==> src/inc/ccr_pkg.sv <==
// constants of the card address and card specific data register bank
// assumes a command decoder outside that delivers whole, checked command frames
package ccr_pkg;

  // relative card address
  localparam int          RCA_W        = 16;
  localparam logic [15:0] RCA_DEFAULT  = 16'h0001;
  localparam logic [15:0] RCA_RESERVED = 16'h0000;
  localparam int          ARG_RCA_LSB  = 16;

  // command indices
  localparam logic [5:0] CMD_GO_IDLE     = 6'h00;
  localparam logic [5:0] CMD_SEND_OP     = 6'h01;
  localparam logic [5:0] CMD_ALL_SEND_ID = 6'h02;
  localparam logic [5:0] CMD_SET_ADDR    = 6'h03;
  localparam logic [5:0] CMD_SET_DRIVER  = 6'h04;
  localparam logic [5:0] CMD_SELECT      = 6'h07;
  localparam logic [5:0] CMD_SEND_RECORD = 6'h09;
  localparam logic [5:0] CMD_SET_BLKLEN  = 6'h10;
  localparam logic [5:0] CMD_WRITE_FIRST = 6'h18;
  localparam logic [5:0] CMD_WRITE_LAST  = 6'h26;

  // record layout
  localparam int CSD_W        = 128;
  localparam int STRUCT_LSB   = 126;
  localparam int PROTO_LSB    = 122;
  localparam int ASYNC_ACCESS_TIME_LSB     = 112;
  localparam int CLOCKED_ACCESS_CYCLES_LSB     = 104;
  localparam int SPEED_LSB    = 96;
  localparam int CLASS_LSB    = 84;
  localparam int BLKLEN_LSB   = 80;
  localparam int PARTIAL_BIT  = 79;
  localparam int MISALIGN_BIT = 77;
  localparam int DRIVER_BIT   = 76;
  localparam int SIZE_LSB     = 62;
  localparam int RCUR_MIN_LSB = 59;
  localparam int RCUR_MAX_LSB = 56;
  localparam int SMULT_LSB    = 47;
  localparam int FFGRP_BIT    = 15;
  localparam int PERM_BIT     = 13;
  localparam int TEMP_BIT     = 12;
  localparam int FFMT_LSB     = 10;
  localparam int ECC_LSB      = 8;
  localparam int CRC_LSB      = 1;
  localparam int CRC_FIRST    = 127;
  localparam int CRC_LAST     = 8;

  // record field values
  localparam logic [1:0]  RECORD_STRUCTURE_VERSION = 2'h1;
  localparam logic [3:0]  PROTOCOL_VERSION         = 4'h2;
  localparam logic [7:0]  ASYNC_ACCESS_TIME        = 8'h08;
  localparam logic [7:0]  CLOCKED_ACCESS_CYCLES    = 8'h03;
  localparam logic [7:0]  MAX_TRANSFER_RATE        = 8'h2A;
  localparam logic [11:0] COMMAND_CLASS_MASK       = 12'h007;
  localparam logic [3:0]  READ_BLOCK_LENGTH_CODE   = 4'hB;
  localparam logic        PARTIAL_READ_ALLOWED     = 1'h1;
  localparam logic        MISALIGNED_READ_ALLOWED  = 1'h1;
  localparam logic        DRIVER_STAGE_PRESENT     = 1'h0;
  localparam logic [11:0] CAPACITY_SIZE            = 12'h007;
  localparam logic [2:0]  READ_CURRENT_MIN         = 3'h4;
  localparam logic [2:0]  READ_CURRENT_MAX         = 3'h4;
  localparam logic [2:0]  CAPACITY_MULTIPLIER      = 3'h7;
  localparam logic        FILE_FORMAT_GROUP        = 1'h0;
  localparam logic        PERMANENT_LOCK_FLAG      = 1'h1;
  localparam logic        TEMPORARY_LOCK_FLAG      = 1'h1;
  localparam logic [1:0]  FILE_FORMAT_CODE         = 2'h0;
  localparam logic [1:0]  ECC_TYPE                 = 2'h0;
  localparam logic        RECORD_STOP_BIT          = 1'h1;
  localparam logic [6:0]  CRC7_POLY                = 7'h09;

  // block length limits for the length command
  localparam logic [11:0] BLKLEN_MIN = 12'h001;
  localparam logic [11:0] BLKLEN_MAX = 12'h800;

  typedef enum logic [2:0] {
    CCR_IDLE,
    CCR_READY,
    CCR_IDENT,
    CCR_STBY,
    CCR_TRAN
  } ccr_state_t;

  function automatic logic [6:0] ccr_crc7(input logic [CSD_W-1:0] rec);
    logic [6:0] crc;
    logic       fb;
    crc = 7'h00;
    for (int i = CRC_FIRST; i >= CRC_LAST; i--) begin
      fb  = rec[i] ^ crc[6];
      crc = {crc[5:0], 1'b0};
      if (fb) begin
        crc = crc ^ CRC7_POLY;
      end
    end
    return crc;
  endfunction : ccr_crc7

  function automatic logic [CSD_W-1:0] ccr_record();
    logic [CSD_W-1:0] r;
    r = '0; // RULE5
    r[STRUCT_LSB +: 2]   = RECORD_STRUCTURE_VERSION; // RULE6
    r[PROTO_LSB +: 4]    = PROTOCOL_VERSION; // RULE7
    r[ASYNC_ACCESS_TIME_LSB +: 8]     = ASYNC_ACCESS_TIME; // RULE8
    r[CLOCKED_ACCESS_CYCLES_LSB +: 8]     = CLOCKED_ACCESS_CYCLES; // RULE9
    r[SPEED_LSB +: 8]    = MAX_TRANSFER_RATE; // RULE11
    r[CLASS_LSB +: 12]   = COMMAND_CLASS_MASK; // RULE12
    r[BLKLEN_LSB +: 4]   = READ_BLOCK_LENGTH_CODE; // RULE13
    r[PARTIAL_BIT]       = PARTIAL_READ_ALLOWED; // RULE14
    r[MISALIGN_BIT]      = MISALIGNED_READ_ALLOWED; // RULE15
    r[DRIVER_BIT]        = DRIVER_STAGE_PRESENT; // RULE16
    r[SIZE_LSB +: 12]    = CAPACITY_SIZE; // RULE17
    r[RCUR_MIN_LSB +: 3] = READ_CURRENT_MIN;
    r[RCUR_MAX_LSB +: 3] = READ_CURRENT_MAX;
    r[SMULT_LSB +: 3]    = CAPACITY_MULTIPLIER; // RULE17
    r[FFGRP_BIT]         = FILE_FORMAT_GROUP;
    r[PERM_BIT]          = PERMANENT_LOCK_FLAG; // RULE18
    r[TEMP_BIT]          = TEMPORARY_LOCK_FLAG; // RULE18
    r[FFMT_LSB +: 2]     = FILE_FORMAT_CODE;
    r[ECC_LSB +: 2]      = ECC_TYPE; // RULE20
    r[CRC_LSB +: 7]      = ccr_crc7(r); // RULE19
    r[0]                 = RECORD_STOP_BIT;
    return r;
  endfunction : ccr_record

endpackage : ccr_pkg

==> src/logic/ccr_regs.sv <==
// card address register and card specific data record of a read-only card
// assumes a command decoder on ref_clk delivering checked frames as one-cycle pulses
// resetn is the card's own power-up detector output
//
// What this block does
// (RULE1) card address is 16 bits and defaults to 0x0001 when unassigned
// (RULE2) address 0x0000 is never assigned; select with 0x0000 sends card to standby
// (RULE3) address set by set-address command; addressed commands answer only on match
// (RULE4) address lost on power down; power-up reset reloads the default
// (RULE5) whole record is read only; don't care fields read as zero
// (RULE6) bits 127:126 carry structure version 1
// (RULE7) bits 125:122 carry protocol version 2
// (RULE8) async access-time byte is 0x08, unit low, multiplier middle, top zero
// (RULE9) clocked access byte 0x03 means 100 clocks per unit, 300 cycles
// (RULE10) host adds async time to cycle count times clock period
// (RULE11) transfer rate byte 0x2A, 20 Mbit/s, bit 7 zero
// (RULE12) command class mask reads 0x007, classes 0, 1 and 2
// (RULE13) read block length code reads 0xB, 2048 bytes; codes 12-15 reserved
// (RULE14) partial read flag is 1; block reads down to one byte accepted
// (RULE15) misaligned read flag is 1; reads may cross physical blocks
// (RULE16) driver stage flag is 0; no driver register, its command refused
// (RULE17) capacity is (size+1) times 2^(mult+2) times block length; size 7, mult 7
// (RULE18) permanent and temporary lock flags read 1; writes and erases refused
// (RULE19) bits 7:1 hold CRC7 over bits 127:8 with x^7+x^3+1
// (RULE20) error-correction type reads 0
// (RULE21) record sent most significant bit first, one bit per clock
`timescale 1ns/1ps
module ccr_regs
  import ccr_pkg::*;
(
  input  wire logic        ref_clk,
  input  wire logic        resetn,
  input  wire logic        cmd_valid,
  input  wire logic [5:0]  cmd_index,
  input  wire logic [31:0] cmd_arg,
  output ccr_pkg::ccr_state_t card_state_r,
  output logic             cmd_accept_r,
  output logic             cmd_refused_r,
  output logic             addr_match_r,
  output logic [11:0]      block_len_r,
  output logic             csd_bit_r,
  output logic             csd_valid_r
);
  import ccr_pkg::*;

  // ---------------- address and card state ----------------
  logic [RCA_W-1:0] rca_r;
  logic [RCA_W-1:0] rca_nxt;
  ccr_state_t       state_nxt;
  logic             accept_nxt;
  logic             refused_nxt;
  logic             match_nxt;
  logic [11:0]      blen_r;
  logic [11:0]      blen_nxt;
  logic             start_send;
  logic             sending_r;
  logic             sending_nxt;

  logic [RCA_W-1:0] arg_rca;
  logic             arg_hits;
  logic             is_lock_cmd;
  logic [31:0]      arg_len;

  always_comb begin
    arg_rca     = cmd_arg[ARG_RCA_LSB +: RCA_W];
    arg_hits    = (arg_rca == rca_r); // RULE3
    // every write and erase index falls in this range; the card refuses them all
    is_lock_cmd = (cmd_index >= CMD_WRITE_FIRST) && (cmd_index <= CMD_WRITE_LAST); // RULE18
    arg_len     = cmd_arg;
  end

  always_comb begin
    rca_nxt     = rca_r;
    state_nxt   = card_state_r;
    accept_nxt  = 1'b0;
    refused_nxt = 1'b0;
    match_nxt   = addr_match_r;
    blen_nxt    = blen_r;
    start_send  = 1'b0;
    if (cmd_valid) begin
      match_nxt = arg_hits;
      case (cmd_index)
        CMD_GO_IDLE: begin
          // a fresh identification cycle starts from the default address
          rca_nxt    = RCA_DEFAULT; // RULE1
          state_nxt  = CCR_IDLE;
          accept_nxt = 1'b1;
        end
        CMD_SEND_OP: begin
          if (card_state_r == CCR_IDLE) begin
            state_nxt  = CCR_READY;
            accept_nxt = 1'b1;
          end else begin
            refused_nxt = 1'b1;
          end
        end
        CMD_ALL_SEND_ID: begin
          if (card_state_r == CCR_READY) begin
            state_nxt  = CCR_IDENT;
            accept_nxt = 1'b1;
          end else begin
            refused_nxt = 1'b1;
          end
        end
        CMD_SET_ADDR: begin
          // the reserved address is never taken; the card keeps its current one
          if (card_state_r == CCR_IDENT && arg_rca != RCA_RESERVED) begin // RULE2
            rca_nxt    = arg_rca; // RULE3
            state_nxt  = CCR_STBY;
            accept_nxt = 1'b1;
          end else begin
            refused_nxt = 1'b1;
          end
        end
        CMD_SELECT: begin
          if (arg_rca == RCA_RESERVED) begin
            // deselect broadcast: every selected card drops to standby
            if (card_state_r == CCR_TRAN) begin // RULE2
              state_nxt = CCR_STBY;
            end
            accept_nxt = 1'b1;
          end else if (card_state_r == CCR_STBY && arg_hits) begin // RULE3
            state_nxt  = CCR_TRAN;
            accept_nxt = 1'b1;
          end else if (card_state_r == CCR_TRAN && !arg_hits) begin
            // another card was selected, so this one steps back
            state_nxt = CCR_STBY;
          end
        end
        CMD_SEND_RECORD: begin
          if (card_state_r == CCR_STBY && arg_hits && !sending_r) begin // RULE3
            start_send = 1'b1;
            accept_nxt = 1'b1;
          end else if (arg_hits) begin
            refused_nxt = 1'b1;
          end
        end
        CMD_SET_BLKLEN: begin
          // shorter blocks down to one byte are accepted as partial reads
          if (card_state_r == CCR_TRAN &&
              arg_len >= 32'(BLKLEN_MIN) && arg_len <= 32'(BLKLEN_MAX)) begin // RULE14
            blen_nxt   = arg_len[11:0];
            accept_nxt = 1'b1;
          end else begin
            refused_nxt = 1'b1;
          end
        end
        CMD_SET_DRIVER: begin
          refused_nxt = 1'b1; // RULE16
        end
        default: begin
          refused_nxt = is_lock_cmd; // RULE18
        end
      endcase
    end
  end

  // power-up reset is the only way back to the default besides idle
  always_ff @(posedge ref_clk or negedge resetn) begin
    if (!resetn) begin
      rca_r         <= RCA_DEFAULT; // RULE4
      card_state_r  <= CCR_IDLE;
      cmd_accept_r  <= 1'b0;
      cmd_refused_r <= 1'b0;
      addr_match_r  <= 1'b0;
      blen_r        <= BLKLEN_MAX;
    end else begin
      rca_r         <= rca_nxt;
      card_state_r  <= state_nxt;
      cmd_accept_r  <= accept_nxt;
      cmd_refused_r <= refused_nxt;
      addr_match_r  <= match_nxt;
      blen_r        <= blen_nxt;
    end
  end

  // reads that cross physical block boundaries need no check here
  always_comb begin
    block_len_r = blen_r; // RULE15
  end

  // ---------------- record shift-out ----------------
  logic [6:0] idx_r;
  logic [6:0] idx_nxt;
  logic       valid_nxt;
  logic       rom_bit;

  always_comb begin
    sending_nxt = sending_r;
    idx_nxt     = idx_r;
    if (start_send) begin
      sending_nxt = 1'b1;
      idx_nxt     = 7'(CSD_W - 1); // RULE21
    end else if (sending_r) begin
      if (idx_r == 7'h00) begin
        sending_nxt = 1'b0;
      end else begin
        idx_nxt = idx_r - 7'h01; // RULE21
      end
    end
    // rom read data lag the index by one clock, so valid lags too
    valid_nxt = sending_r;
  end

  always_ff @(posedge ref_clk or negedge resetn) begin
    if (!resetn) begin
      sending_r   <= 1'b0;
      idx_r       <= 7'h00;
      csd_valid_r <= 1'b0;
    end else begin
      sending_r   <= sending_nxt;
      idx_r       <= idx_nxt;
      csd_valid_r <= valid_nxt;
    end
  end

  // record content fixed in the package: RULE5 through RULE20 except RULE10 live there
  ccr_csd_rom u_rom (
    .ref_clk (ref_clk),
    .resetn  (resetn),
    .bit_idx (idx_r),
    .bit_r   (rom_bit)
  );

  always_comb begin
    csd_bit_r = rom_bit; // RULE5
  end

endmodule : ccr_regs

==> src/logic/ccr_csd_rom.sv <==
// fixed card specific data record, one bit read per clock by index
// assumes the index is driven synchronously to ref_clk
`timescale 1ns/1ps
module ccr_csd_rom
  import ccr_pkg::*;
(
  input  wire logic       ref_clk,
  input  wire logic       resetn,
  input  wire logic [6:0] bit_idx,
  output logic            bit_r
);

  // the record is a constant, so no write path exists at all
  localparam logic [CSD_W-1:0] RECORD = ccr_record();

  logic bit_nxt;

  always_comb begin
    bit_nxt = RECORD[bit_idx];
  end

  always_ff @(posedge ref_clk or negedge resetn) begin
    if (!resetn) begin
      bit_r <= 1'b0;
    end else begin
      bit_r <= bit_nxt;
    end
  end

endmodule : ccr_csd_rom

==> config.mk <==
export PLATFORM = sky130hd
export DESIGN_NAME = ccr_regs
export DESIGN_NICKNAME = d
export VERILOG_FILES = /design/src/inc/ccr_pkg.sv /design/src/logic/ccr_regs.sv /design/src/logic/ccr_csd_rom.sv
export SDC_FILE = /design/constraint.sdc
export NUM_CORES = 1
export LEC_CHECK = 0
export ABC_AREA = 0
export BUFFER_PORTS_ARGS = -buffer_cell sky130_fd_sc_hd__clkbuf_2
export CAP_MARGIN = 20
export CORE_UTILIZATION = 50
export CTS_CLUSTER_SIZE = 10
export DETAILED_ROUTE_END_ITERATION = 10
export PLACE_DENSITY = 0.75
export RECOVER_POWER = 25
export SETUP_SLACK_MARGIN = 0.3
export SLEW_MARGIN = 20
export SYNTH_ARGS = -nofsm -noshare
export SYNTH_HDL_FRONTEND = slang
export SYNTH_HIERARCHICAL = 1
export SYNTH_SLANG_ARGS = --single-unit
==> constraint.sdc <==
create_clock -name ref_clk -period 4.1 [get_ports ref_clk]
set_clock_uncertainty 0.2 [all_clocks]
set_input_delay 0.615 -clock ref_clk [delete_from_list [all_inputs] [get_ports ref_clk]]
set_output_delay 0.615 -clock ref_clk [all_outputs]
set_load 0.005 [all_outputs]
==> flow_summary.yaml, run 1 <==
die:
  die_area_mm2: 0.00548
  core_area_mm2: 0.00485
  die_x_um: 74.0
  rows: 25
  initial_utilization_pct: 53.5
  die_height_um: 74.0
  io_pins: 61
global_routing:
  grt_max_degree: 45
  overflow: 0
  grtUsageTotal_pct: 22.2
  grt_pass1_vias: 1967
  antenna_found_initial: 0
  grt_pass1_wl_um: 9120
logic_synthesis:
  syn_nets: 289
  synth-seq-cells: 44
  syn_inst: 246
  avgSynthCellArea_um2: 10.5
  async_flop_share_pct: 100
  netlist_area_mm2: 0.00259
  yosysWarnings: 6
  synth_top_area_cell: "dfrtp_1"
  synth-seq-area-share_pct: 42.5
  synth_edf_count: 0
  ys.flop_type: "dfrtp_1"
  netlist.area_leader.share_pct: 40.5
  synth_common_cells: "42 x dfrtp_1, 18 x nand2_1, 18 x xor2_1, 15 x a22o_1, 14 x nor4_1"
  yosysMostFrequentCell: "dfrtp_1"
  synth_area_leaders: "dfrtp_1 41%, mux2_4 6.4%, xor2_1 6.1%"
  yosysUniqueCellTypes: 60
timing:
  finalCritPeriodShare_pct: 61.8
  slew_headroom_pct: -47.9
  rsz0062_at_grt: "no"
  final.setup.tns_ns: 0
  fmax_ghz: 0.394
  layout_min_cycle_time_ns: 2.54
  setup_viol: 0
  worst_pin_slew_ns: 2.22
  finalMaxSlewViolations: 45
  final-hold-violation-count: 0
detailed_routing:
  drtIter0Drc: 97
  antenna_left: 0
  vias: 2114
  drt_first_pass_iters: 4
  wirelength_um: 5430
  routed_via_density: 5.71
  drc_errors: 0
  wire_per_inst_um: 14.7
setup_path:
  worst_path_max_delay_cell: "and4_1"
  startpoint: "cmd_arg[27]"
  max_stage_delay_ns: 0.43
  r2r_end: "card_state_r[0]$_DFFE_PN0P_"
  end_kind: "flip-flop"
  cp_cell_sequence: "clkbuf_2 > nor4_1 > and4_1 > o211ai_1 > nor4_4 > nand2_2 > mux2_4"
  worstSetupPathType: "in2reg"
  critPathLaunchType: "input pin"
  ff2ff_setup_slack_ns: 1.70
  r2r-start: "rca_r[11]$_DFFE_PN0P_"
  cp_data_arrival_time_ns: 2.53
  crit_fanout: 12
  cp.required_ns: 4.10
  worst-r2r-cell-count: 6
power:
  p_leak_nw: 1.45
  peakVddDrop_mv: 0.218
  power_density_mw_per_mm2: 320
  p_total_mw: 0.964
clocking:
  cts_max_level: 2
  cts_buffers: 5
  cts_tree: "yes"
  clk_latency_ns: 0.31
  cts_resized: 0
  hold_buffers: 0
  cts_root_buf: "clkbuf_8"
  clock_path_buffers: 2
  cts_setup_buffers: 0
  cts.sinks: 44
  clk_pin_slew_ns: 0.09
cells_and_area:
  fill_cells: 437
  antenna_cells: 0
  seqCellArea_mm2: 0.00110
  drive_above_1_share_pct: 30.0
  layout.nets: 345
  multi_input_area_mm2: 0.00136
  area.growth.synth_to_final_pct: 16.0
place:
  gp_congestion: 0.836
  dp_hpwl_um: 3900
  port_buffers: 60
outcome:
  status: "finished with violations"
  violations: "capacitance limit, slew limit"
worst_hold_path:
  min_path_cells: 2
  hp-class: "reg2reg"
  min_from: "rca_r[0]$_DFFE_PN1P_"
  min_to: "rca_r[0]$_DFFE_PN1P_"
run:
  drv_cap: 1
==> worst max path at each step <==
stage / endpoint / slack (ns) / depth (start not counted)
floorplan: block_len_r[10]$_DFFE_PN0P_ / 1.68 / 7
global placement: block_len_r[10]$_DFFE_PN0P_ / 1.27 / 7
detailed placement: block_len_r[8]$_DFFE_PN0P_ / 1.21 / 7
CTS: block_len_r[5]$_DFFE_PN0P_ / 1.53 / 7
global route: u_rom/bit_r$_DFF_PN0_ / 1.15 / 1
finish: block_len_r[5]$_DFFE_PN0P_ / 1.56 / 7
==> where the power goes <==
| part | leakage (nW) | switching [mW] | internal, mW | total, mW |
|---|---|---|---|---|
| Combinational | 0.834 | 0.0778 | 0.0615 | 0.139 |
| Sequential | 0.565 | 0.0215 | 0.454 | 0.475 |
| Clock | 0.0548 | 0.166 | 0.184 | 0.350 |
==> logic make-up (layout without fill, tap and decap cells) <==
group	count (synthesis)	count (layout)	synth area share, %
buffers and inverters	23	80	5.06
XOR/XNOR	25	25	8.44
AO/OA/AOI/OAI	56	56	16.4
flip-flops	44	44	42.5
adder cells (fa/ha/maj)	2	2	0.964
multiplexers	15	15	8.00
AND/OR/NAND/NOR	81	81	18.6
==> area by class of cell <==
type	instances	share of cell area (%)
Multi-Input combinational cell	179	45.2
Sequential cell	44	36.7
Timing Repair Buffer	61	10.2
Tap cell	67	2.78
Clock buffer	5	2.29
Clock inverter	3	1.54
Inverter	11	1.37
==> worst max-delay path: cells and delay by family <==
| family | cells | cell delay (ns) |
|---|---|---|
| buffers and inverters | 1 | 0.10 |
| and+or+nand+nor | 4 | 1.23 |
| AOI/OAI and AO/OA | 1 | 0.21 |
| muxes | 1 | 0.38 |
==> per-stage QoR <==
step | cells | hold slack (ns) | setup WS (ns) | utilization (%) | instance area (um^2)
after floorplan | 246 | 0.119 | 1.68 | - | 2590
after global placement | 362 | 0.254 | 1.27 | 59.7 | 2900
after detailed placement | 362 | 0.262 | 1.21 | 59.7 | 2900
after CTS | 370 | 0.290 | 1.53 | 62.1 | 3010
after global routing | 370 | 0.323 | 1.15 | 62.1 | 3010
final | 370 | 0.306 | 1.56 | 62.1 | 3010
==> state kept, by name (all words and copies together), names as in the netlist <==
name           cells
cmd_accept_r       1
csd_valid_r        1
idx_r              7
block_len_r       12
cmd_refused_r      1
u_rom/bit_r        1
card_state_r       3
rca_r             16
addr_match_r       1
sending_r          1
==> per-layer routing <==
| layer | up-vias | wire length, um | track usage, % |
|---|---|---|---|
| met5 | - | 0 | 0 |
| met4 | 0 | 97 | 7.91 |
| met3 | 10 | 182 | 4.34 |
| met2 | 46 | 2600 | 35.2 |
| met1 | 1033 | 2540 | 30.3 |
| li1 | 1025 | - | - |
==> cell usage in the layout, fill, tap and decap left out, types with 2 or more instances in the layout <==
| master | instances |
|---|---|
| dfstp_2 | 2 |
| nand4_1 | 3 |
| nor2_1 | 12 |
| nand2_1 | 18 |
| o211ai_1 | 4 |
| a22oi_1 | 3 |
| o21ai_0 | 8 |
| or3_1 | 2 |
| dfrtp_1 | 42 |
| xor2_1 | 18 |
| nand3_1 | 3 |
| a21oi_1 | 7 |
| a31oi_1 | 2 |
| clkbuf_2 | 59 |
| nor4_1 | 14 |
| ha_1 | 2 |
| o21ai_1 | 3 |
| nand2b_1 | 3 |
| or4b_1 | 2 |
| mux2i_1 | 2 |
| a22o_1 | 15 |
| inv_1 | 11 |
| mux2_2 | 2 |
| and3_1 | 2 |
| clkbuf_8 | 5 |
| mux2_4 | 11 |
| and4_1 | 3 |
| nor3_1 | 5 |
| xnor2_1 | 7 |
Power figures use the tool's default switching activity.
==> inputs of run 2 (changes only) <==
CORE_UTILIZATION = 49   (was 50)
PLACE_DENSITY = 0.77   (was 0.75)
clock period = 2.15 ns   (was 4.1 ns; I/O delays follow)
==> flow_summary.yaml, run 2 (synthesized netlist as in run 1, its figures left out) <==
power:
  p_total_mw: 2.01
  peakVddDrop_mv: 0.412
  power_density_mw_per_mm2: 558
  p_leak_nw: 1.72
global_routing:
  grt_max_degree: 20
  grt_pass1_vias: 2247
  grtUsageTotal_pct: 24.5
  antenna_found_initial: 0
  overflow: 0
  grt_pass1_wl_um: 10300
clocking:
  cts_buffers: 5
  cts_tree: "yes"
  cts_root_buf: "clkbuf_8"
  clk_latency_ns: 0.30
  clk_pin_slew_ns: 0.09
  clock_path_buffers: 2
  cts_max_level: 2
  cts.sinks: 44
die:
  core_area_mm2: 0.00511
  io_pins: 61
  die_x_um: 74.8
  rows: 26
  initial_utilization_pct: 50.8
  die_area_mm2: 0.00559
  die_height_um: 74.8
setup_path:
  cp_num_buf_inv: 0
  cp_cell_sequence: "xor2_1 > o311ai_2 > and3_1 > o311ai_2 > or4b_4 > a22oi_2"
  worst-r2r-cell-count: 6
  crit_top_cell: "o311ai_2"
  r2r_end: "card_state_r[1]$_DFFE_PN0P_"
  cp.required_ns: 2.17
  max_stage_delay_ns: 0.57
  worstSetupPathType: "reg2reg"
  crit_fanout: 2
  path_delay_family: "simple AND/OR/NAND/NOR gates"
  r2r-start: "card_state_r[0]$_DFFE_PN0P_"
  critPathLaunchType: "flip-flop"
  end_kind: "flip-flop"
  worst_path_max_delay_cell: "or4b_4"
  cp_data_arrival_time_ns: 2.24
  ff2ff_setup_slack_ns: -0.06
timing:
  slew_headroom_pct: 38.2
  worst_pin_slew_ns: 0.927
  finalCritPeriodShare_pct: 103
  fmax_ghz: 0.452
  final-hold-violation-count: 0
  finalMaxSlewViolations: 0
  rsz0062_at_grt: "yes"
  worst_slack_ns: -0.0640
  setup_viol: 14
  layout_min_cycle_time_ns: 2.21
run:
  drv_cap: 0
worst_hold_path:
  min_from: "cmd_arg[25]"
  hp-class: "in2reg"
  min_path_cells: 2
  min_to: "rca_r[9]$_DFFE_PN0P_"
detailed_routing:
  antenna_left: 0
  wire_per_inst_um: 15.9
  drt_first_pass_iters: 4
  vias: 2308
  routed_via_density: 5.50
  drc_errors: 0
  wirelength_um: 6670
  drtIter0Drc: 137
cells_and_area:
  finish.utilization_pct: 70.4
  layout.nets: 392
  seqCellArea_mm2: 0.00110
  regMostFlops: "rca_r"
  drive_above_1_share_pct: 46.0
  final_cell_mix: "59 x clkbuf_2, 41 x dfrtp_1, 41 x buf_4"
  fill_cells: 370
  largest_register_ff_count: 16
  antenna_cells: 0
  multi_input_area_mm2: 0.00152
  area.growth.synth_to_final_pct: 38.5
  final_common_cell: "clkbuf_2"
outcome:
  status: "finished with violations"
  violations: "setup timing"
place:
  dp_hpwl_um: 4670
  gp_congestion: 0.895
  port_buffers: 60
## run 2: how the worst max path moves through the flow
stage	start	to	slack, ns	depth (start not counted)
6_report	card_state_r[0]$_DFFE_PN0P_	card_state_r[1]$_DFFE_PN0P_	-0.06	6
3_5_place_dp	cmd_arg[7]	block_len_r[9]$_DFFE_PN0P_	-0.28	8
3_3_place_gp	cmd_arg[7]	block_len_r[10]$_DFFE_PN0P_	-0.16	8
5_1_grt	rca_r[2]$_DFFE_PN0P_	card_state_r[0]$_DFFE_PN0P_	-0.16	7
4_1_cts	rca_r[7]$_DFFE_PN0P_	card_state_r[0]$_DFFE_PN0P_	-0.05	6
2_1_floorplan	cmd_index[1]	block_len_r[10]$_DFFE_PN0P_	0.03	7
## run 2: repair_timing
| item | in CTS | in global routing |
|---|---|---|
| setup endpoints to repair | 32 | 41 |
| pin swaps | 8 | 6 |
| gates resized for setup | 13 | 14 |
| gates cloned | 1 | 0 |
| setup buffers | 3 | 2 |
| hold buffers | 1 | 0 |
| hold endpoints to repair | 15 | 0 |
## run 2: worst reg2reg max path, cell delays in order, from the launching register on
cell and delay (ns):
dfrtp_1 0.43, xor2_1 0.18, o311ai_2 0.25, and3_1 0.23
o311ai_2 0.12, or4b_4 0.57, a22oi_2 0.16
## run 2: area by class of cell
class,count,area share (%)
multi-input combinational,179,42.4
inverter,11,1.25
clock inverter,3,1.32
timing repair buffer,108,19.9
sequential,44,30.7
clock buffer,5,1.91
tap,70,2.44
## run 2: stage by stage
step / std cells / instance area (um^2) / setup slack [ns] / hold WS, ns / TNS [ns]
global route: 420 / 3590 / -0.155 / 0.0739 / -1.70
global placement: 405 / 3290 / -0.155 / 0.0759 / -2.03
finish: 420 / 3590 / -0.0640 / 0.0746 / -0.645
detailed placement: 405 / 3290 / -0.281 / 0.0792 / -3.88
floorplan: 246 / 2670 / 0.0256 / -0.173 / 0
CTS: 418 / 3520 / -0.0500 / 0.0655 / -0.0796
## run 2: power by group
part | total (mW) | internal, mW | switching [mW] | leakage [nW]
clock network | 0.653 | 0.350 | 0.303 | 0.0583
logic | 0.443 | 0.227 | 0.216 | 1.10
registers | 0.910 | 0.865 | 0.0449 | 0.565
## run 2: per-layer routing
metal	global-route usage [%]	share of wire, %	wire, um	vias up
met3	4.02	4.2	278	10
met1	31.4	43	2880	1108
met5	0	0	0	-
li1	-	-	-	1127
met4	5.45	1.7	116	0
met2	43.4	51	3400	63
